## config.mk

```make
export PLATFORM = sky130hd
export DESIGN_NAME = ssc_step7_top
export DESIGN_NICKNAME = d
export VERILOG_FILES = /design/src/design/ssc_pkg.sv /design/src/design/ssc_reg_if.sv /design/src/design/ssc_ahb_slave.sv /design/src/design/ssc_input_decode.sv /design/src/design/ssc_step7_top.sv
export VERILOG_INCLUDE_DIRS = /design/src /design/src/design
export SDC_FILE = /design/constraint.sdc
export NUM_CORES = 1
export LEC_CHECK = 0
export ABC_AREA = 1
export BUFFER_PORTS_ARGS = -buffer_cell sky130_fd_sc_hd__buf_4
export CORE_AREA = 2 2 106 108
export DETAILED_ROUTE_END_ITERATION = 10
export DIE_AREA = 0 0 108 110
export PLACE_DENSITY = 0.64
export SLEW_MARGIN = 15
export SYNTH_ARGS = -nofsm -noshare
export SYNTH_HDL_FRONTEND = slang
export SYNTH_SLANG_ARGS = --single-unit
```

## constraint.sdc

```tcl
create_clock -name hclk -period 2.9 [get_ports hclk]
set_input_delay 0.435 -clock hclk [delete_from_list [all_inputs] [get_ports hclk]]
set_output_delay 0.435 -clock hclk [all_outputs]
set_load 0.01 [all_outputs]
```

## src/design/ssc_consts.svh

```systemverilog
// Constants for the sequence step seven configuration block.
// Assumes inclusion by bare name from the design folder.
`ifndef SSC_CONSTS_SVH
`define SSC_CONSTS_SVH

// Register indices; byte address is four times the index
`define SSC_CFG_IDX       10'h097
`define SSC_STAT_IDX      10'h0A0
`define SSC_IDX_W         10

// Configuration register layout
`define SSC_CFG_RST       16'h0007
`define SSC_CFG_WMASK     16'hE01F
`define SSC_EN_BIT        15
`define SSC_GAIN_HI       14
`define SSC_GAIN_LO       13
`define SSC_NEG_BIT       4
`define SSC_POS_HI        3
`define SSC_POS_LO        0

// Positive input codes
`define SSC_POS_INT_MIN   4'h8
`define SSC_POS_TEMP      4'h8
`define SSC_POS_SHORT     4'h9
`define SSC_POS_IOSUP     4'hC

// Status register layout
`define SSC_ST_CONV_LO    0
`define SSC_ST_SKIP_LO    8
`define SSC_ST_BUSY_BIT   16
`define SSC_ST_LSKIP_BIT  17

`endif

```

## src/design/ssc_pkg.sv

```systemverilog
// Types shared by the sequence step seven configuration block.
// Assumes nothing of its surroundings.
package ssc_pkg;

  typedef enum logic [0:0] {
    SSC_ST_IDLE = 1'b0,
    SSC_ST_CONV = 1'b1
  } ssc_state_e;

  typedef struct packed {
    logic       enable;
    logic [1:0] gain;
    logic       neg_v7;
    logic [3:0] pos;
  } ssc_cfg_s;

endpackage : ssc_pkg

```

## src/design/ssc_reg_if.sv

```systemverilog
// Register access carrier between the bus slave and the register bank.
// Assumes one clock shared by both ends.
`timescale 1ns/1ps
interface ssc_reg_if;
  logic        wr_en;
  logic [9:0]  wr_idx;
  logic [31:0] wr_data;
  logic [9:0]  rd_idx;
  logic [31:0] rd_data;

  modport bus  (output wr_en, output wr_idx, output wr_data, output rd_idx, input rd_data);
  modport regs (input wr_en, input wr_idx, input wr_data, input rd_idx, output rd_data);
endinterface : ssc_reg_if

```

## src/design/ssc_ahb_slave.sv

```systemverilog
// AHB-Lite slave front end: zero wait states, always OKAY.
// Assumes the register bank answers rd_data combinationally from rd_idx.
`timescale 1ns/1ps
`include "ssc_consts.svh"
module ssc_ahb_slave (
  input  wire logic        hclk,
  input  wire logic        hresetn,
  input  wire logic        hsel,
  input  wire logic [31:0] haddr,
  input  wire logic [1:0]  htrans,
  input  wire logic        hwrite,
  input  wire logic [31:0] hwdata,
  input  wire logic        hready,
  output logic             hreadyout,
  output logic             hresp,
  output logic [31:0]      hrdata,
  ssc_reg_if.bus           rb
);
  // ==========================================================
  // Address phase decode
  wire       addr_take = hsel & htrans[1] & hready;
  wire       idx_ok    = (haddr[31:12] == 20'h0_0000);
  wire       rd_take   = addr_take & ~hwrite & idx_ok;

  logic       wr_pend_q;
  logic [9:0] wr_idx_q;

  always_ff @(posedge hclk or negedge hresetn) begin
    if (!hresetn) begin
      wr_pend_q <= 1'b0;
      wr_idx_q  <= 10'h000;
    end else begin
      wr_pend_q <= addr_take & hwrite & idx_ok;
      wr_idx_q  <= haddr[11:2];
    end
  end

  // ==========================================================
  // Data phase
  assign rb.wr_en   = wr_pend_q;
  assign rb.wr_idx  = wr_idx_q;
  assign rb.wr_data = hwdata;
  assign rb.rd_idx  = haddr[11:2];

  always_ff @(posedge hclk or negedge hresetn) begin
    if (!hresetn) begin
      hrdata    <= 32'h0000_0000;
      hreadyout <= 1'b1;
      hresp     <= 1'b0;
    end else begin
      hrdata    <= rd_take ? rb.rd_data : 32'h0000_0000;
      hreadyout <= 1'b1;
      hresp     <= 1'b0;
    end
  end
endmodule : ssc_ahb_slave

```

## src/design/ssc_input_decode.sv

```systemverilog
// Decodes a step configuration into mux selections and converter gain.
// Assumes a captured, stable configuration at its input.
`timescale 1ns/1ps
`include "ssc_consts.svh"
module ssc_input_decode (
  input  wire ssc_pkg::ssc_cfg_s cfg,
  output logic [3:0]             pos_sel,
  output logic                   neg_v7,
  output logic                   neg_auto,
  output logic                   temp_sel,
  output logic                   short_sel,
  output logic                   iosup_sel,
  output logic [1:0]             gain_log2
);
  // Gain codes 10b and 11b both mean four
  function automatic logic [1:0] gain_of(input logic [1:0] code);
    gain_of = code[1] ? 2'd2 : {1'b0, code[0]};
  endfunction : gain_of

  wire internal_src = (cfg.pos >= `SSC_POS_INT_MIN);

  assign pos_sel   = cfg.pos;
  assign neg_auto  = internal_src;
  assign neg_v7    = cfg.neg_v7 & ~internal_src;
  assign temp_sel  = (cfg.pos == `SSC_POS_TEMP);
  assign short_sel = (cfg.pos == `SSC_POS_SHORT);
  assign iosup_sel = (cfg.pos == `SSC_POS_IOSUP);
  assign gain_log2 = gain_of(cfg.gain);
endmodule : ssc_input_decode

```

## src/design/ssc_step7_top.sv

```systemverilog
// Step seven configuration register and step control for the multiplexed
// monitor converter sequencer, reached over AHB-Lite.
// Assumes seq_step_req and conv_done come from logic on hclk.
//
// Functional notes
// Bit 15 includes step seven in the sequence when one and excludes it when zero, reset zero.
// Bits 14:13 give gain 1 for 00b, gain 2 for 01b and gain 4 for 10b and 11b.
// Bit 4 picks analog ground as negative input when zero and input seven when one.
// Bits 3:0 codes 0000b to 0111b pick external voltage inputs zero to seven.
// Codes from 1000b pick an internal source, choose the negative input and ignore bit 4.
// Code 1000b picks the temperature sensor, 1001b a grounded short, 1100b io supply / 4.
// A disabled step is skipped at once with no conversion and the sequence moves on.
//
// Design decisions made here: the AHB-Lite register port and the register offsets.
`timescale 1ns/1ps
`include "ssc_consts.svh"
module ssc_step7_top (
  input  wire logic        hclk,
  input  wire logic        hresetn,
  input  wire logic        hsel,
  input  wire logic [31:0] haddr,
  input  wire logic [1:0]  htrans,
  input  wire logic        hwrite,
  input  wire logic [2:0]  hsize,
  input  wire logic [31:0] hwdata,
  input  wire logic        hready,
  output logic             hreadyout,
  output logic             hresp,
  output logic [31:0]      hrdata,
  input  wire logic        seq_step_req,
  input  wire logic        conv_done,
  output logic             conv_start,
  output logic             step_done,
  output logic             step_skipped,
  output logic             step_busy,
  output logic [3:0]       pos_input_sel,
  output logic             neg_v7_sel,
  output logic             neg_auto_sel,
  output logic             temp_sensor_sel,
  output logic             ground_short_sel,
  output logic             io_supply_sel,
  output logic [1:0]       gain_log2
);

  // ==========================================================
  // Bus front end
  ssc_reg_if rb ();

  ssc_ahb_slave u_slave (
    .hclk      (hclk),
    .hresetn   (hresetn),
    .hsel      (hsel),
    .haddr     (haddr),
    .htrans    (htrans),
    .hwrite    (hwrite),
    .hwdata    (hwdata),
    .hready    (hready),
    .hreadyout (hreadyout),
    .hresp     (hresp),
    .hrdata    (hrdata),
    .rb        (rb)
  );

  // ==========================================================
  // Configuration register
  logic [15:0] cfg_q;
  wire         cfg_wr   = rb.wr_en & (rb.wr_idx == `SSC_CFG_IDX);
  wire  [15:0] cfg_wval = rb.wr_data[15:0] & `SSC_CFG_WMASK;
  wire  [15:0] cfg_d    = cfg_wr ? cfg_wval : cfg_q;

  always_ff @(posedge hclk or negedge hresetn) begin
    if (!hresetn) begin
      cfg_q <= `SSC_CFG_RST;
    end else begin
      cfg_q <= cfg_d;
    end
  end

  ssc_pkg::ssc_cfg_s cfg_now;
  assign cfg_now.enable = cfg_q[`SSC_EN_BIT];
  assign cfg_now.gain   = cfg_q[`SSC_GAIN_HI:`SSC_GAIN_LO];
  assign cfg_now.neg_v7 = cfg_q[`SSC_NEG_BIT];
  assign cfg_now.pos    = cfg_q[`SSC_POS_HI:`SSC_POS_LO];

  // ==========================================================
  // Step control
  ssc_pkg::ssc_state_e state_q;
  ssc_pkg::ssc_state_e state_d;
  logic [7:0]  conv_cnt_q;
  logic [7:0]  skip_cnt_q;
  logic        last_skip_q;

  wire take_req  = seq_step_req & (state_q == ssc_pkg::SSC_ST_IDLE);
  wire take_conv = take_req & cfg_now.enable;
  wire take_skip = take_req & ~cfg_now.enable;
  wire conv_end  = (state_q == ssc_pkg::SSC_ST_CONV) & conv_done;

  always_comb begin
    state_d = state_q;
    case (state_q)
      ssc_pkg::SSC_ST_IDLE: begin
        if (take_conv) begin
          state_d = ssc_pkg::SSC_ST_CONV;
        end
      end
      ssc_pkg::SSC_ST_CONV: begin
        if (conv_done) begin
          state_d = ssc_pkg::SSC_ST_IDLE;
        end
      end
      default: begin
        state_d = ssc_pkg::SSC_ST_IDLE;
      end
    endcase
  end

  always_ff @(posedge hclk or negedge hresetn) begin
    if (!hresetn) begin
      state_q <= ssc_pkg::SSC_ST_IDLE;
    end else begin
      state_q <= state_d;
    end
  end

  always_ff @(posedge hclk or negedge hresetn) begin
    if (!hresetn) begin
      conv_start   <= 1'b0;
      step_done    <= 1'b0;
      step_skipped <= 1'b0;
      step_busy    <= 1'b0;
    end else begin
      conv_start   <= take_conv;
      step_done    <= take_skip | conv_end;
      step_skipped <= take_skip;
      step_busy    <= (state_d == ssc_pkg::SSC_ST_CONV);
    end
  end

  always_ff @(posedge hclk or negedge hresetn) begin
    if (!hresetn) begin
      conv_cnt_q  <= 8'h00;
      skip_cnt_q  <= 8'h00;
      last_skip_q <= 1'b0;
    end else begin
      if (take_conv) begin
        conv_cnt_q  <= conv_cnt_q + 8'h01;
        last_skip_q <= 1'b0;
      end
      if (take_skip) begin
        skip_cnt_q  <= skip_cnt_q + 8'h01;
        last_skip_q <= 1'b1;
      end
    end
  end

  // ==========================================================
  // Input selection; captured only when a conversion starts
  logic [3:0] dec_pos;
  logic       dec_neg_v7;
  logic       dec_neg_auto;
  logic       dec_temp;
  logic       dec_short;
  logic       dec_iosup;
  logic [1:0] dec_gain;

  ssc_input_decode u_dec (
    .cfg       (cfg_now),
    .pos_sel   (dec_pos),
    .neg_v7    (dec_neg_v7),
    .neg_auto  (dec_neg_auto),
    .temp_sel  (dec_temp),
    .short_sel (dec_short),
    .iosup_sel (dec_iosup),
    .gain_log2 (dec_gain)
  );

  always_ff @(posedge hclk or negedge hresetn) begin
    if (!hresetn) begin
      pos_input_sel    <= 4'h0;
      neg_v7_sel       <= 1'b0;
      neg_auto_sel     <= 1'b0;
      temp_sensor_sel  <= 1'b0;
      ground_short_sel <= 1'b0;
      io_supply_sel    <= 1'b0;
      gain_log2        <= 2'd0;
    end else if (take_conv) begin
      pos_input_sel    <= dec_pos;
      neg_v7_sel       <= dec_neg_v7;
      neg_auto_sel     <= dec_neg_auto;
      temp_sensor_sel  <= dec_temp;
      ground_short_sel <= dec_short;
      io_supply_sel    <= dec_iosup;
      gain_log2        <= dec_gain;
    end
  end

  // ==========================================================
  // Register read back; a write in its data phase is forwarded
  wire [15:0] cfg_view = cfg_d;
  wire [31:0] stat_view;
  assign stat_view = {14'h0000, last_skip_q, step_busy, skip_cnt_q, conv_cnt_q};
  assign rb.rd_data = (rb.rd_idx == `SSC_CFG_IDX)  ? {16'h0000, cfg_view} :
                      (rb.rd_idx == `SSC_STAT_IDX) ? stat_view :
                      32'h0000_0000;
endmodule : ssc_step7_top
```

After elaboration in Yosys (flattened, before gate mapping)
Index checks and enable logic that the tools add are counted.
Storage, ports and cells
  register bits: 77
  input port bits: 76
  output and inout bits: 49
  logic and storage cells: 56
Operators by class
  add/sub/neg operators: 2
  order comparisons: 1
  equality and inequality tests: 6
  muxes and demuxes: 10
  bitwise gates (word level): 17
  reductions and logical operators: 2
Operators with widths (number)
  $mux 18: 3
  $eq 10x8->1 const B: 3
  $logic_not 20->1: 1
  $add 8x1->8 const B: 2
  $mux 16: 1
  $and 1x1->1: 12
  $eq 4x4->1 const B: 3
  $ge 4x4->1 const B: 1
  $mux 1: 4
  $not 1->1: 4
  $mux 2: 1
  $pmux 1 s2: 1
  $reduce_bool 2->1: 1
  $or 1x1->1: 1

Longest topological paths before layout
Gate-level depths: netlist of the first run.
  depth in word-level cells: 5
  depth in mapped cells: 9
  depth with buffers taken out: 8

Hierarchy
A second synthesis of the first run with hierarchy kept.
Second synthesis, totals
  cell total of the unflattened synthesis: 520
  area total of the unflattened synthesis: 4518.1 sq um
Modules (own cells, without submodules)
  ssc_step7_top: instances 1, cells each 321, area each 2524.9 sq um, sequential area each 1204.9 sq um
  ssc_ahb_slave: instances 1, cells each 179, area each 1899.3 sq um, sequential area each 1076.0 sq um
  ssc_input_decode: instances 1, cells each 20, area each 93.8 sq um, sequential area each 0.0 sq um

Worst setup path after synthesis of the first run
Ideal clock, no wire load.
  kind: input to register
  start: input haddr[11]
  end: register u_slave.hrdata[10]
  setup time: 0.073 ns
  data arrival time: 1.209 ns
  data required time: 2.827 ns
  setup slack: 1.618 ns
  cell stages on the path: 6
  buffers on the path: 1
  cell sequence: nor2_2 -> nand3b_4 -> nor2_4 -> buf_6 -> nand2_1 -> a21oi_2
On the way
  cells in the longest elaborated chain, start to end: 4
  elaborated cells between the ends (all ways): 5
  those cells by class: eq/ne (2); mux (3)
RTL lines
  start: declaration: RTL line ssc_step7_top.sv:21  | input wire logic [31:0] haddr,
  $eq 10x8->1 (no line)
  $mux 18: RTL line ssc_step7_top.sv:203  | (rb.rd_idx == `SSC_STAT_IDX) ? stat_view :
  $mux 18 (*): RTL line ssc_step7_top.sv:202  | assign rb.rd_data = (rb.rd_idx == `SSC_CFG_IDX) ? {16'h0000, cfg_view} :
  $mux 18 (*): RTL line ssc_ahb_slave.sv:51  | hrdata <= rd_take ? rb.rd_data : 32'h0000_0000;
  end signal: assignment: RTL line ssc_ahb_slave.sv:51
  end: declaration: RTL line ssc_ahb_slave.sv:16  | output logic [31:0] hrdata,
Every way passes the cells marked *; elsewhere a longest branch is shown, timed or not.
A chain may end at the register's enable or synchronous reset.

==> run metrics, run 1 <==
outcome=finished, final reports clean; dpl ws=1176 ps; Buf+Inv Stages, Crit Path=0; Final Slew Violations=0; Worst Setup Start Kind=flip-flop; GRT Total Usage=0.1184; Worst-Margin Slew=945.9 ps; 1st-pass router iterations=4; DRC=0; placed insts=555; CP peak stage delay=440 ps; Post-CTS Resized=0; Final Hold Fails=0; core area=10,700 µm²; pwr dens=477.7 nW/µm²; grt total ovfl=0; initial antenna violation count=0; Clk pin slew, worst setup/hold paths=80 ps; fraction of the cycle the final worst path needs=0.5547; VDD IR max=0.0001762 V; met3 Usage GRT=0.02352; largest net degree at the start of global routing=78; post-route clock skew=7.284 ps; num ports=125; setup slack, reg-to-reg=1290 ps; cts hold-fix bufs=0; clk root buf=clkbuf_8; top-area cell type share of the netlist area=0.5228; dpl hpwl=4743 µm; Die Ht=110 µm; Initial Util=0.3311; met1 Track Usage GR=0.1522; synth cell count leaders=dfrtp_1 (74), nand2_1 (74), inv_1 (33); RSZ-0062 raised after global routing=no; Final TNS setup=0 ps; Via density=4.242; TritonCTS clock tree=done; Post-DP Area=4169 µm²; Slowest cell on crit path=dfrtp_1; GR Layer Usage met2=0.1932; crit-path leading delay family=simple AND/OR/NAND/NOR gates; Main synth FF type=dfrtp_1; Cell Area, Synth=3542 µm²; crit path setup slack, layout=1291 ps; total power=2.074 mW; Min Hold Slack=211.8 ps; Die Wd=108 µm; area leader, netlist=dfrtp_1; RR Endpoint=conv_cnt_q[7]; GP Congestion=0.7457; final core utilization=0.4057; clock buffer depth=2; Iteration-0 DRC Markers=86; Final setup viols=0; CTS Buf Count=9; ANT cells=0; Min Clock Period, post-route=1609 ps; final wirelength=6557 µm; final instance area=4340 µm²; number of global-route vias before repair=2,372; Crit path arrival time=1830 ps; WL per Instance=11.48 µm; achievable clock frequency=621.6 MHz; Yosys warning count=0; Area Overhead vs Synth=22.54%; r2r worst-path depth=5; TritonCTS sink count=77; clk_lat worst skew=340 ps; fin nets=504; EDFF count, synth=0; Non-Filler Instances=571; die area=11,880 µm²; Hold WC Path Type=in -> async; required time worst endpoint=3120 ps; Lkg Pwr=2.186 nW; Distinct cells, synth=33; synth top area cells=dfrtp_1 (52%), nand2_1 (7.8%), buf_4 (3.6%); CP cell instances=nor2_4 -> nand2_2 -> nor3_2 -> nand3_1 -> xnor2_1; worst rel slew slack=0.3694; post-synthesis sequential area ratio=0.5450; Synth async-reset ratio=1.000; via count=2,422; Max Cap Violations=0; H-Tree Depth=3; first-pass GRT wire length=10,980 µm; Gate Count Post-Synth=345; r2r startpoint=step_busy; number of synthesized register bits=77; buffers added on ports=78; post-synthesis average cell area=10.27 µm²; WS Path Type=reg -> reg; Crit. End Element=flip-flop; busiest grt layer=met2; share of cells above drive strength 1=0.3596; Rows=38; Critical Path Start=step_busy; Setup Buffers After CTS=0; Final ANT Viol Nets=0; CP Max Fanout=22
[worst max-delay path by stage]
stage | end | slack, ps | depth (start not counted)
6_report | conv_cnt_q[7] | 1290 | 5
5_1_grt | conv_cnt_q[7] | 1150 | 5
4_1_cts | conv_cnt_q[7] | 1250 | 5
3_5_place_dp | u_slave.hrdata[5] | 1180 | 6
3_3_place_gp | u_slave.hrdata[5] | 1190 | 6
2_1_floorplan | u_slave.hrdata[10] | 1620 | 6
[worst register-to-register path: cells and delay by family (launching register included)]
| family | cells | cell delay (ps) |
|---|---|---|
| DFF | 1 | 440 |
| xor gates and xnor gates | 1 | 150 |
| and+or+nand+nor | 4 | 900 |
[placed cells by master (no fill, tap or decap), types with 2 or more instances in the layout]
cell type,synthesis,routed
a21oi_2,12,12
nor2_8,2,2
xnor2_1,7,7
inv_2,12,12
ha_1,2,2
nor2_4,5,5
o31ai_1,4,4
o21ai_1,5,5
nand4_1,10,10
clkbuf_1,0,4
buf_4,17,78
and2_1,8,8
nand2_1,74,74
nand3_2,8,8
conb_1,2,16
nor2_2,4,4
inv_1,33,33
a21oi_1,4,4
nand2_4,8,8
clkbuf_8,0,11
xor2_1,6,6
nand2_2,4,4
nand3_1,7,7
nor3_2,3,3
nor2_1,21,21
dfstp_2,3,3
dfrtp_1,74,74
[layer usage]
layer / routed length [µm] / part of all wire / vias up
met5: 0 / 0 / -
li1: - / - / 1197
met1: 2932 / 0.45 / 1140
met4: 112 / 0.017 / 0
met3: 406 / 0.062 / 9
met2: 3105 / 0.47 / 76
[power by group]
group	leakage, nW	switching, mW	total [mW]	internal, mW
registers	1.01	0.0507	1.17	1.12
clock network	0.0877	0.358	0.716	0.359
logic	1.09	0.0969	0.183	0.0857
[cell type report]
cell class / instances / area [µm²]
fillers: 1053 / 6357
flip-flops and latches: 77 / 1931
multi-input cells: 215 / 1309
repair buffers: 78 / 585.6
well taps: 140 / 175.2
inverters: 45 / 168.9
clock buffers: 15 / 166.4
clock inverters: 1 / 5.005
[registers in the layout (all words and copies together) (netlist names), 2 cells and up]
| name | cells |
|---|---|
| conv_cnt_q | 8 |
| pos_input_sel | 4 |
| u_slave.rb.wr_idx | 10 |
| gain_log2 | 2 |
| skip_cnt_q | 8 |
| cfg_q | 16 |
| u_slave.hrdata | 18 |
[cells by family after synthesis]
| family | Yosys count | synth area share |
|---|---|---|
| other cells | 2 | 0.002120 |
| xor+xnor | 13 | 0.03214 |
| compound gates | 26 | 0.05298 |
| buf+inv | 67 | 0.1003 |
| simple gates | 158 | 0.2603 |
| fa+ha+maj | 2 | 0.007064 |
| flops | 77 | 0.5450 |
(Power assumes the default switching activity.)
==> run 2, diff against run 1 <==
--- a/config.mk
+++ b/config.mk
@@ -11,7 +11,7 @@
 export CORE_AREA = 2 2 106 108
 export DETAILED_ROUTE_END_ITERATION = 10
 export DIE_AREA = 0 0 108 110
-export PLACE_DENSITY = 0.64
+export PLACE_DENSITY = 0.66
 export SLEW_MARGIN = 15
 export SYNTH_ARGS = -nofsm -noshare
 export SYNTH_HDL_FRONTEND = slang
==> constraint.sdc (replaced) <==
create_clock -name hclk -period 1.3 [get_ports hclk]
set_input_delay 0.195 -clock hclk [delete_from_list [all_inputs] [get_ports hclk]]
set_output_delay 0.195 -clock hclk [all_outputs]
set_load 0.01 [all_outputs]
==> run 2 against run 1 <==
Effect of this change:
- non-clock buffer count grew 33
- maximum frequency is 27% higher
- clock skew increased by 4.0 ps
- largest cell class unchanged
- largest power group unchanged
==> run metrics, run 2 (synthesized netlist as in run 1, its figures left out) <==
ANT cells=0 (unchanged); RSZ-0062 raised after global routing=yes; buffers added on ports=78 (unchanged); first-pass GRT wire length=11,470 µm (+4.5%); number of global-route vias before repair=2,520 (+6.2%); clk_lat worst skew=350 ps (about the same); Lkg Pwr=2.416 nW (+10%); Die Wd=108 µm (unchanged); post-route clock skew=11.30 ps (+4.014 ps); # fillers=1,018 (-3.3%); core area=10,700 µm² (unchanged); Area Overhead vs Synth=36.28%; via count=2,562 (+5.8%); CP Max Fanout=8 (-64%); Max Cap Violations=0 (unchanged); Largest Register=u_slave.hrdata; fraction of the cycle the final worst path needs=0.9746 (+0.4199); num ports=125 (unchanged); outcome=finished, final reports clean; grt total ovfl=0 (unchanged); TritonCTS sink count=77 (unchanged); 1st-pass router iterations=4 (unchanged); Min Clock Period, post-route=1267 ps (-341.6 ps); Rows=38 (unchanged); Final Hold Fails=0 (unchanged); final core utilization=0.4512 (+0.04550); commonest non-fill, non-tap cell in the layout=buf_4; Crit path arrival time=1540 ps (-290 ps); Die Ht=110 µm (unchanged); initial antenna violation count=0 (unchanged); required time worst endpoint=1570 ps (-1550 ps); Initial Util=0.3311 (unchanged); share of cells above drive strength 1=0.3987 (+0.03908); Clk pin slew, worst setup/hold paths=70 ps (about the same); GP Congestion=0.7784 (+4.4%); dpl ws=-15.60 ps (-1192 ps); Crit. End Element=flip-flop; clk root buf=clkbuf_8; VDD IR max=0.0004160 V (+140%); Iteration-0 DRC Markers=87 (+1.2%); pwr dens=1120 nW/µm² (+130%); crit path setup slack, layout=32.96 ps (-1258 ps); Final ANT Viol Nets=0 (unchanged); final wirelength=7103 µm (+8.3%); fin nets=537 (+6.5%); dpl hpwl=5163 µm (+8.9%); largest net degree at the start of global routing=31 (-60%); Final Slew Violations=0 (unchanged); clock buffer depth=2 (unchanged); WS Path Type=reg -> reg; CTS Buf Count=9 (unchanged); WL per Instance=11.76 µm (+2.4%); die area=11,880 µm² (unchanged); Final setup viols=0 (unchanged); GRT Total Usage=0.1258 (+0.007383); TritonCTS clock tree=done; achievable clock frequency=789.2 MHz (+27%); most frequent cells in the layout=buf_4 (93), dfrtp_1 (74), nand2_1 (73); Worst Setup Start Kind=flip-flop; DRC=0 (unchanged); H-Tree Depth=3 (unchanged); Via density=4.242 (about the same); Hold WC Path Type=in -> reg; Largest register FFs=18 (unchanged)
## run 2: final cells by class
cell class	count	area, µm²	share of cell area
timing repair buffer	111	938.4	0.1944
clock buffer	13	168.9	0.03499
multi-input combinational	215	1353	0.2802
clock inverter	3	90.09	0.01866
inverter	45	171.4	0.03551
sequential	77	1931	0.3999
tap	140	175.2	0.03629
## run 2: worst max-delay path: stages, from the launching register on
cell and delay (ps):
dfrtp_1 410, nor2_4 170, nand2_4 140, nor3_4 190, buf_4 140, xor2_1 150
## run 2: per-stage QoR
step	TNS, ps	std cells	hold slack [ps]	total power [mW]	cell area [µm²]
finish	0	604	130.9	5.405	4827
global route	-253.3	604	133.9	5.639	4827
CTS	-12.18	599	121.0	5.455	4750
detailed placement	-17.81	571	139.8	3.141	4364
global placement	0	571	134.4	3.114	4364
floorplan	0	359	-100.6	2.902	3595
## run 2: timing repair
item | 4_1_cts | 5_1_grt
endpoints found under the hold margin | 34 | 0
buffers inserted | 0 | 5
hold buffers | 12 | 0
resized for setup | 1 | 10
pin swaps | 0 | 6
endpoints found under the setup margin | 2 | 32
## run 2: worst paths after layout
path / endpoint / startpoint / slack [ps] / cells past startpoint
hold reg to reg: cfg_q[10] / cfg_q[10] / 460 / 2
min in group asynchronous: ground_short_sel / hresetn / 300 / 2
setup reg to reg: conv_cnt_q[3] / step_busy / 30 / 5
hold / removal: u_slave.rb.wr_en / hwrite / 130 / 3
setup / recovery: conv_cnt_q[3] / step_busy / 30 / 5
max in group asynchronous: cfg_q[2] / hresetn / 470 / 3
## run 2: routing by layer
layer  vias up  global-route usage  part of all wire
met5         -                   0                 0
met4         0             0.06319             0.019
met3        10             0.02998             0.058
met2        75              0.2089              0.50
met1      1212              0.1535              0.42
li1       1265                   -                 -
## run 2: power by group
group	total [mW]	internal, mW	switching [mW]
clock network	2.26	1.43	0.829
logic	0.525	0.263	0.262
registers	2.62	2.51	0.110
total	5.40	4.20	1.20
==> run 3, diff against run 2 <==
--- a/config.mk
+++ b/config.mk
@@ -6,12 +6,11 @@
 export SDC_FILE = /design/constraint.sdc
 export NUM_CORES = 1
 export LEC_CHECK = 0
-export ABC_AREA = 1
 export BUFFER_PORTS_ARGS = -buffer_cell sky130_fd_sc_hd__buf_4
-export CORE_AREA = 2 2 106 108
+export CORE_AREA = 2 2 101 103
 export DETAILED_ROUTE_END_ITERATION = 10
-export DIE_AREA = 0 0 108 110
-export PLACE_DENSITY = 0.66
+export DIE_AREA = 0 0 103 105
+export PLACE_DENSITY = 0.67
 export SLEW_MARGIN = 15
 export SYNTH_ARGS = -nofsm -noshare
 export SYNTH_HDL_FRONTEND = slang
==> run 3 against run 2 <==
Effect of this change:
- the flow now finishes with violations (negative setup slack)
- non-clock buffer count up 7
- total power up 2.3%
- global-route usage up 2.3 points
- clock power down 24%
- final cell count down 11%
- hold slack worse by 91 ps
- via count down 1.6%
- cell area down 3.5%
- sequential power up 12%
- clock-buffer cell count up 3
- maximum frequency down 16%
- sequential share of layout area up 1.5 points
- highest routed layer unchanged
==> run metrics, run 3 <==
initial antenna violation count=0 (unchanged); TritonCTS sink count=77 (unchanged); RSZ-0062 raised after global routing=yes; num ports=125 (unchanged); synth cell count leaders=dfrtp_1 (74), nand2_1 (31), buf_4 (16); outcome=finished with violations; Final setup viols=43 (+43); ANT cells=0 (unchanged); # fillers=920 (-9.6%); 1st-pass router iterations=4 (unchanged); synth top area cells=dfrtp_1 (57%), buf_4 (3.7%), nand2_1 (3.6%); clock buffer depth=2 (unchanged); Main synth FF type=dfrtp_1; Hold WC Path Type=in -> reg; most frequent cells in the layout=buf_4 (95), dfrtp_1 (73), nand2_1 (17); VDD IR max=0.0005379 V (+29%); Cell Area, Synth=3229 µm² (-8.8%); Final Hold Fails=0 (unchanged); top-area cell type share of the netlist area=0.5734 (+0.05064); fraction of the cycle the final worst path needs=1.160 (+0.1851); Worst Setup Start Kind=flip-flop; H-Tree Depth=3 (unchanged); post-synthesis sequential area ratio=0.5978 (+0.05279); buffers added on ports=78 (unchanged); largest net degree at the start of global routing=28 (-9.7%); CTS Buf Count=9 (unchanged); via count=2,522 (-1.6%); Crit. End Element=flip-flop; WL per Instance=13.89 µm (+18%); first-pass GRT wire length=12,450 µm (+8.5%); CP cell instances=nand4bb_1 -> buf_4 -> o31a_1 -> or2_2; Rows=36 (-5.3%); Die Ht=105 µm (-4.5%); EDFF count, synth=0 (unchanged); Lkg Pwr=2.205 nW (-8.7%); commonest non-fill, non-tap cell in the layout=buf_4; final wirelength=7458 µm (+5.0%); achievable clock frequency=663.3 MHz (-16%); core area=9639 µm² (-9.9%); Gate Count Post-Synth=285 (-17%); GP Congestion=0.7994 (+2.7%); DRC=0 (unchanged); number of synthesized register bits=77 (unchanged); most common cell in the synthesized netlist=dfrtp_1; Final Slew Violations=0 (unchanged); CP Max Fanout=16 (+8); Max Cap Violations=0 (unchanged); Largest Register=u_slave.hrdata; share of cells above drive strength 1=0.4406 (+0.04189); Crit path arrival time=1740 ps (+200 ps); Min Hold Slack=40.14 ps (-90.74 ps); Die Wd=103 µm (-4.6%); required time worst endpoint=1530 ps (-40 ps); violated checks=negative setup slack; TritonCTS clock tree=done; WS Path Type=reg -> reg; placed insts=510 (-11%); Largest register FFs=18 (unchanged); area leader, netlist=dfrtp_1; grt total ovfl=0 (unchanged); Via density=4.696 (+11%); Iteration-0 DRC Markers=98 (+13%); Final ANT Viol Nets=0 (unchanged); Area Overhead vs Synth=44.21%; fin nets=477 (-11%); Clk pin slew, worst setup/hold paths=70 ps (about the same); post-route clock skew=5.403 ps (-5.896 ps); Yosys warning count=0 (unchanged); Slowest cell on crit path=dfrtp_1; Non-Filler Instances=537 (-11%); crit path setup slack, layout=-207.7 ps (-240.7 ps); dpl hpwl=5133 µm (-0.57%); post-synthesis average cell area=11.33 µm² (+10%); pwr dens=1187 nW/µm² (+6.0%); clk root buf=clkbuf_8; die area=10,820 µm² (-9.0%); Synth async-reset ratio=1.000 (unchanged); GRT Total Usage=0.1485 (+0.02278); Min Clock Period, post-route=1508 ps (+240.7 ps); Initial Util=0.3350 (+0.003910); Distinct cells, synth=42 (+27%); clk_lat worst skew=340 ps (about the same); CP peak stage delay=360 ps (-50 ps); number of global-route vias before repair=2,581 (+2.4%)
run 3: changes by cell type in the layout (fill, tap and decap cells not counted), moves of 9 or more:
cell     before  now
nor2_1       19    8
inv_2        11    0
a21oi_2      13    0
nand2_2       3   12
inv_1        33   12
buf_6         0   12
nand2_1      73   17
run 3: repair_timing:
| item | 4_1_cts | 5_1_grt |
|---|---|---|
| endpoints found under the hold margin | 23 | 0 |
| endpoints found under the setup margin | 45 | 57 |
| buffers inserted | 2 | 3 |
| hold buffers | 8 | 0 |
| pin swaps | 3 | 19 |
| gates resized for setup | 13 | 48 |
run 3: power breakdown:
group / internal [mW] / switching [mW] / total (mW)
registers: 2.65 / 0.297 / 2.94
clock network: 0.907 / 0.812 / 1.72
logic: 0.482 / 0.385 / 0.867
run 3: area by class of cell:
cell class / instances / area [µm²] / area share
multi-input cells: 180 / 1326 / 0.2848
clock buffers: 16 / 190.2 / 0.04084
well taps: 133 / 166.4 / 0.03573
flip-flops and latches: 77 / 1932 / 0.4148
inverters: 13 / 53.80 / 0.01155
repair buffers: 118 / 988.4 / 0.2123
run 3: final timing paths:
check | startpoint | endpoint | slack (ps) | cells past startpoint
min in group asynchronous | hresetn | pos_input_sel[3] | 290 | 2
setup reg to reg | u_slave.rb.wr_idx[3] | cfg_q[4] | -210 | 4
hold reg to reg | conv_cnt_q[7] | conv_cnt_q[7] | 480 | 1
max in group asynchronous | hresetn | u_slave.rb.wr_idx[5] | 480 | 3
setup / recovery | u_slave.rb.wr_idx[3] | cfg_q[4] | -210 | 4
hold / removal | conv_done | step_busy | 40 | 2
run 3: cell families (layout without fill, tap and decap cells):
family	after synthesis	count (layout)	share of synthesized area
flip-flops	77	77	0.5978
other	2	16	0.002326
buffers and inverters	42	147	0.07207
XOR/XNOR	14	14	0.03797
AO/OA/AOI/OAI	42	42	0.08873
multiplexers	1	1	0.003487
AND/OR/NAND/NOR	105	105	0.1898
adder cells (fa/ha/maj)	2	2	0.007748
run 3: critical path, delay by kind of cell, from the launching register on:
family	cells	cell delay [ps]
buffers and inverters	1	220
and+or+nand+nor	2	480
AOI/OAI and AO/OA	1	330
DFF	1	360
run 3: per-layer routing:
layer / vias up / global-route usage / part of all wire
li1: 1182 / - / -
met1: 1257 / 0.1955 / 0.41
met2: 75 / 0.2370 / 0.52
met3: 8 / 0.02876 / 0.051
met4: 0 / 0.06203 / 0.019
met5: - / 0 / 0
run 3: metrics by stage:
step | cell area [µm²] | TNS (ps) | utilization | setup slack, ps | total power, mW
floorplan | 3337 | -7370 | - | -346.0 | 3.291
global placement | 4113 | -8537 | 0.4267 | -356.6 | 3.650
detailed placement | 4113 | -9605 | 0.4267 | -428.8 | 3.693
CTS | 4463 | -4715 | 0.4630 | -207.6 | 5.447
global route | 4657 | -9088 | 0.4831 | -307.7 | 5.845
finish | 4657 | -4689 | 0.4831 | -207.7 | 5.529
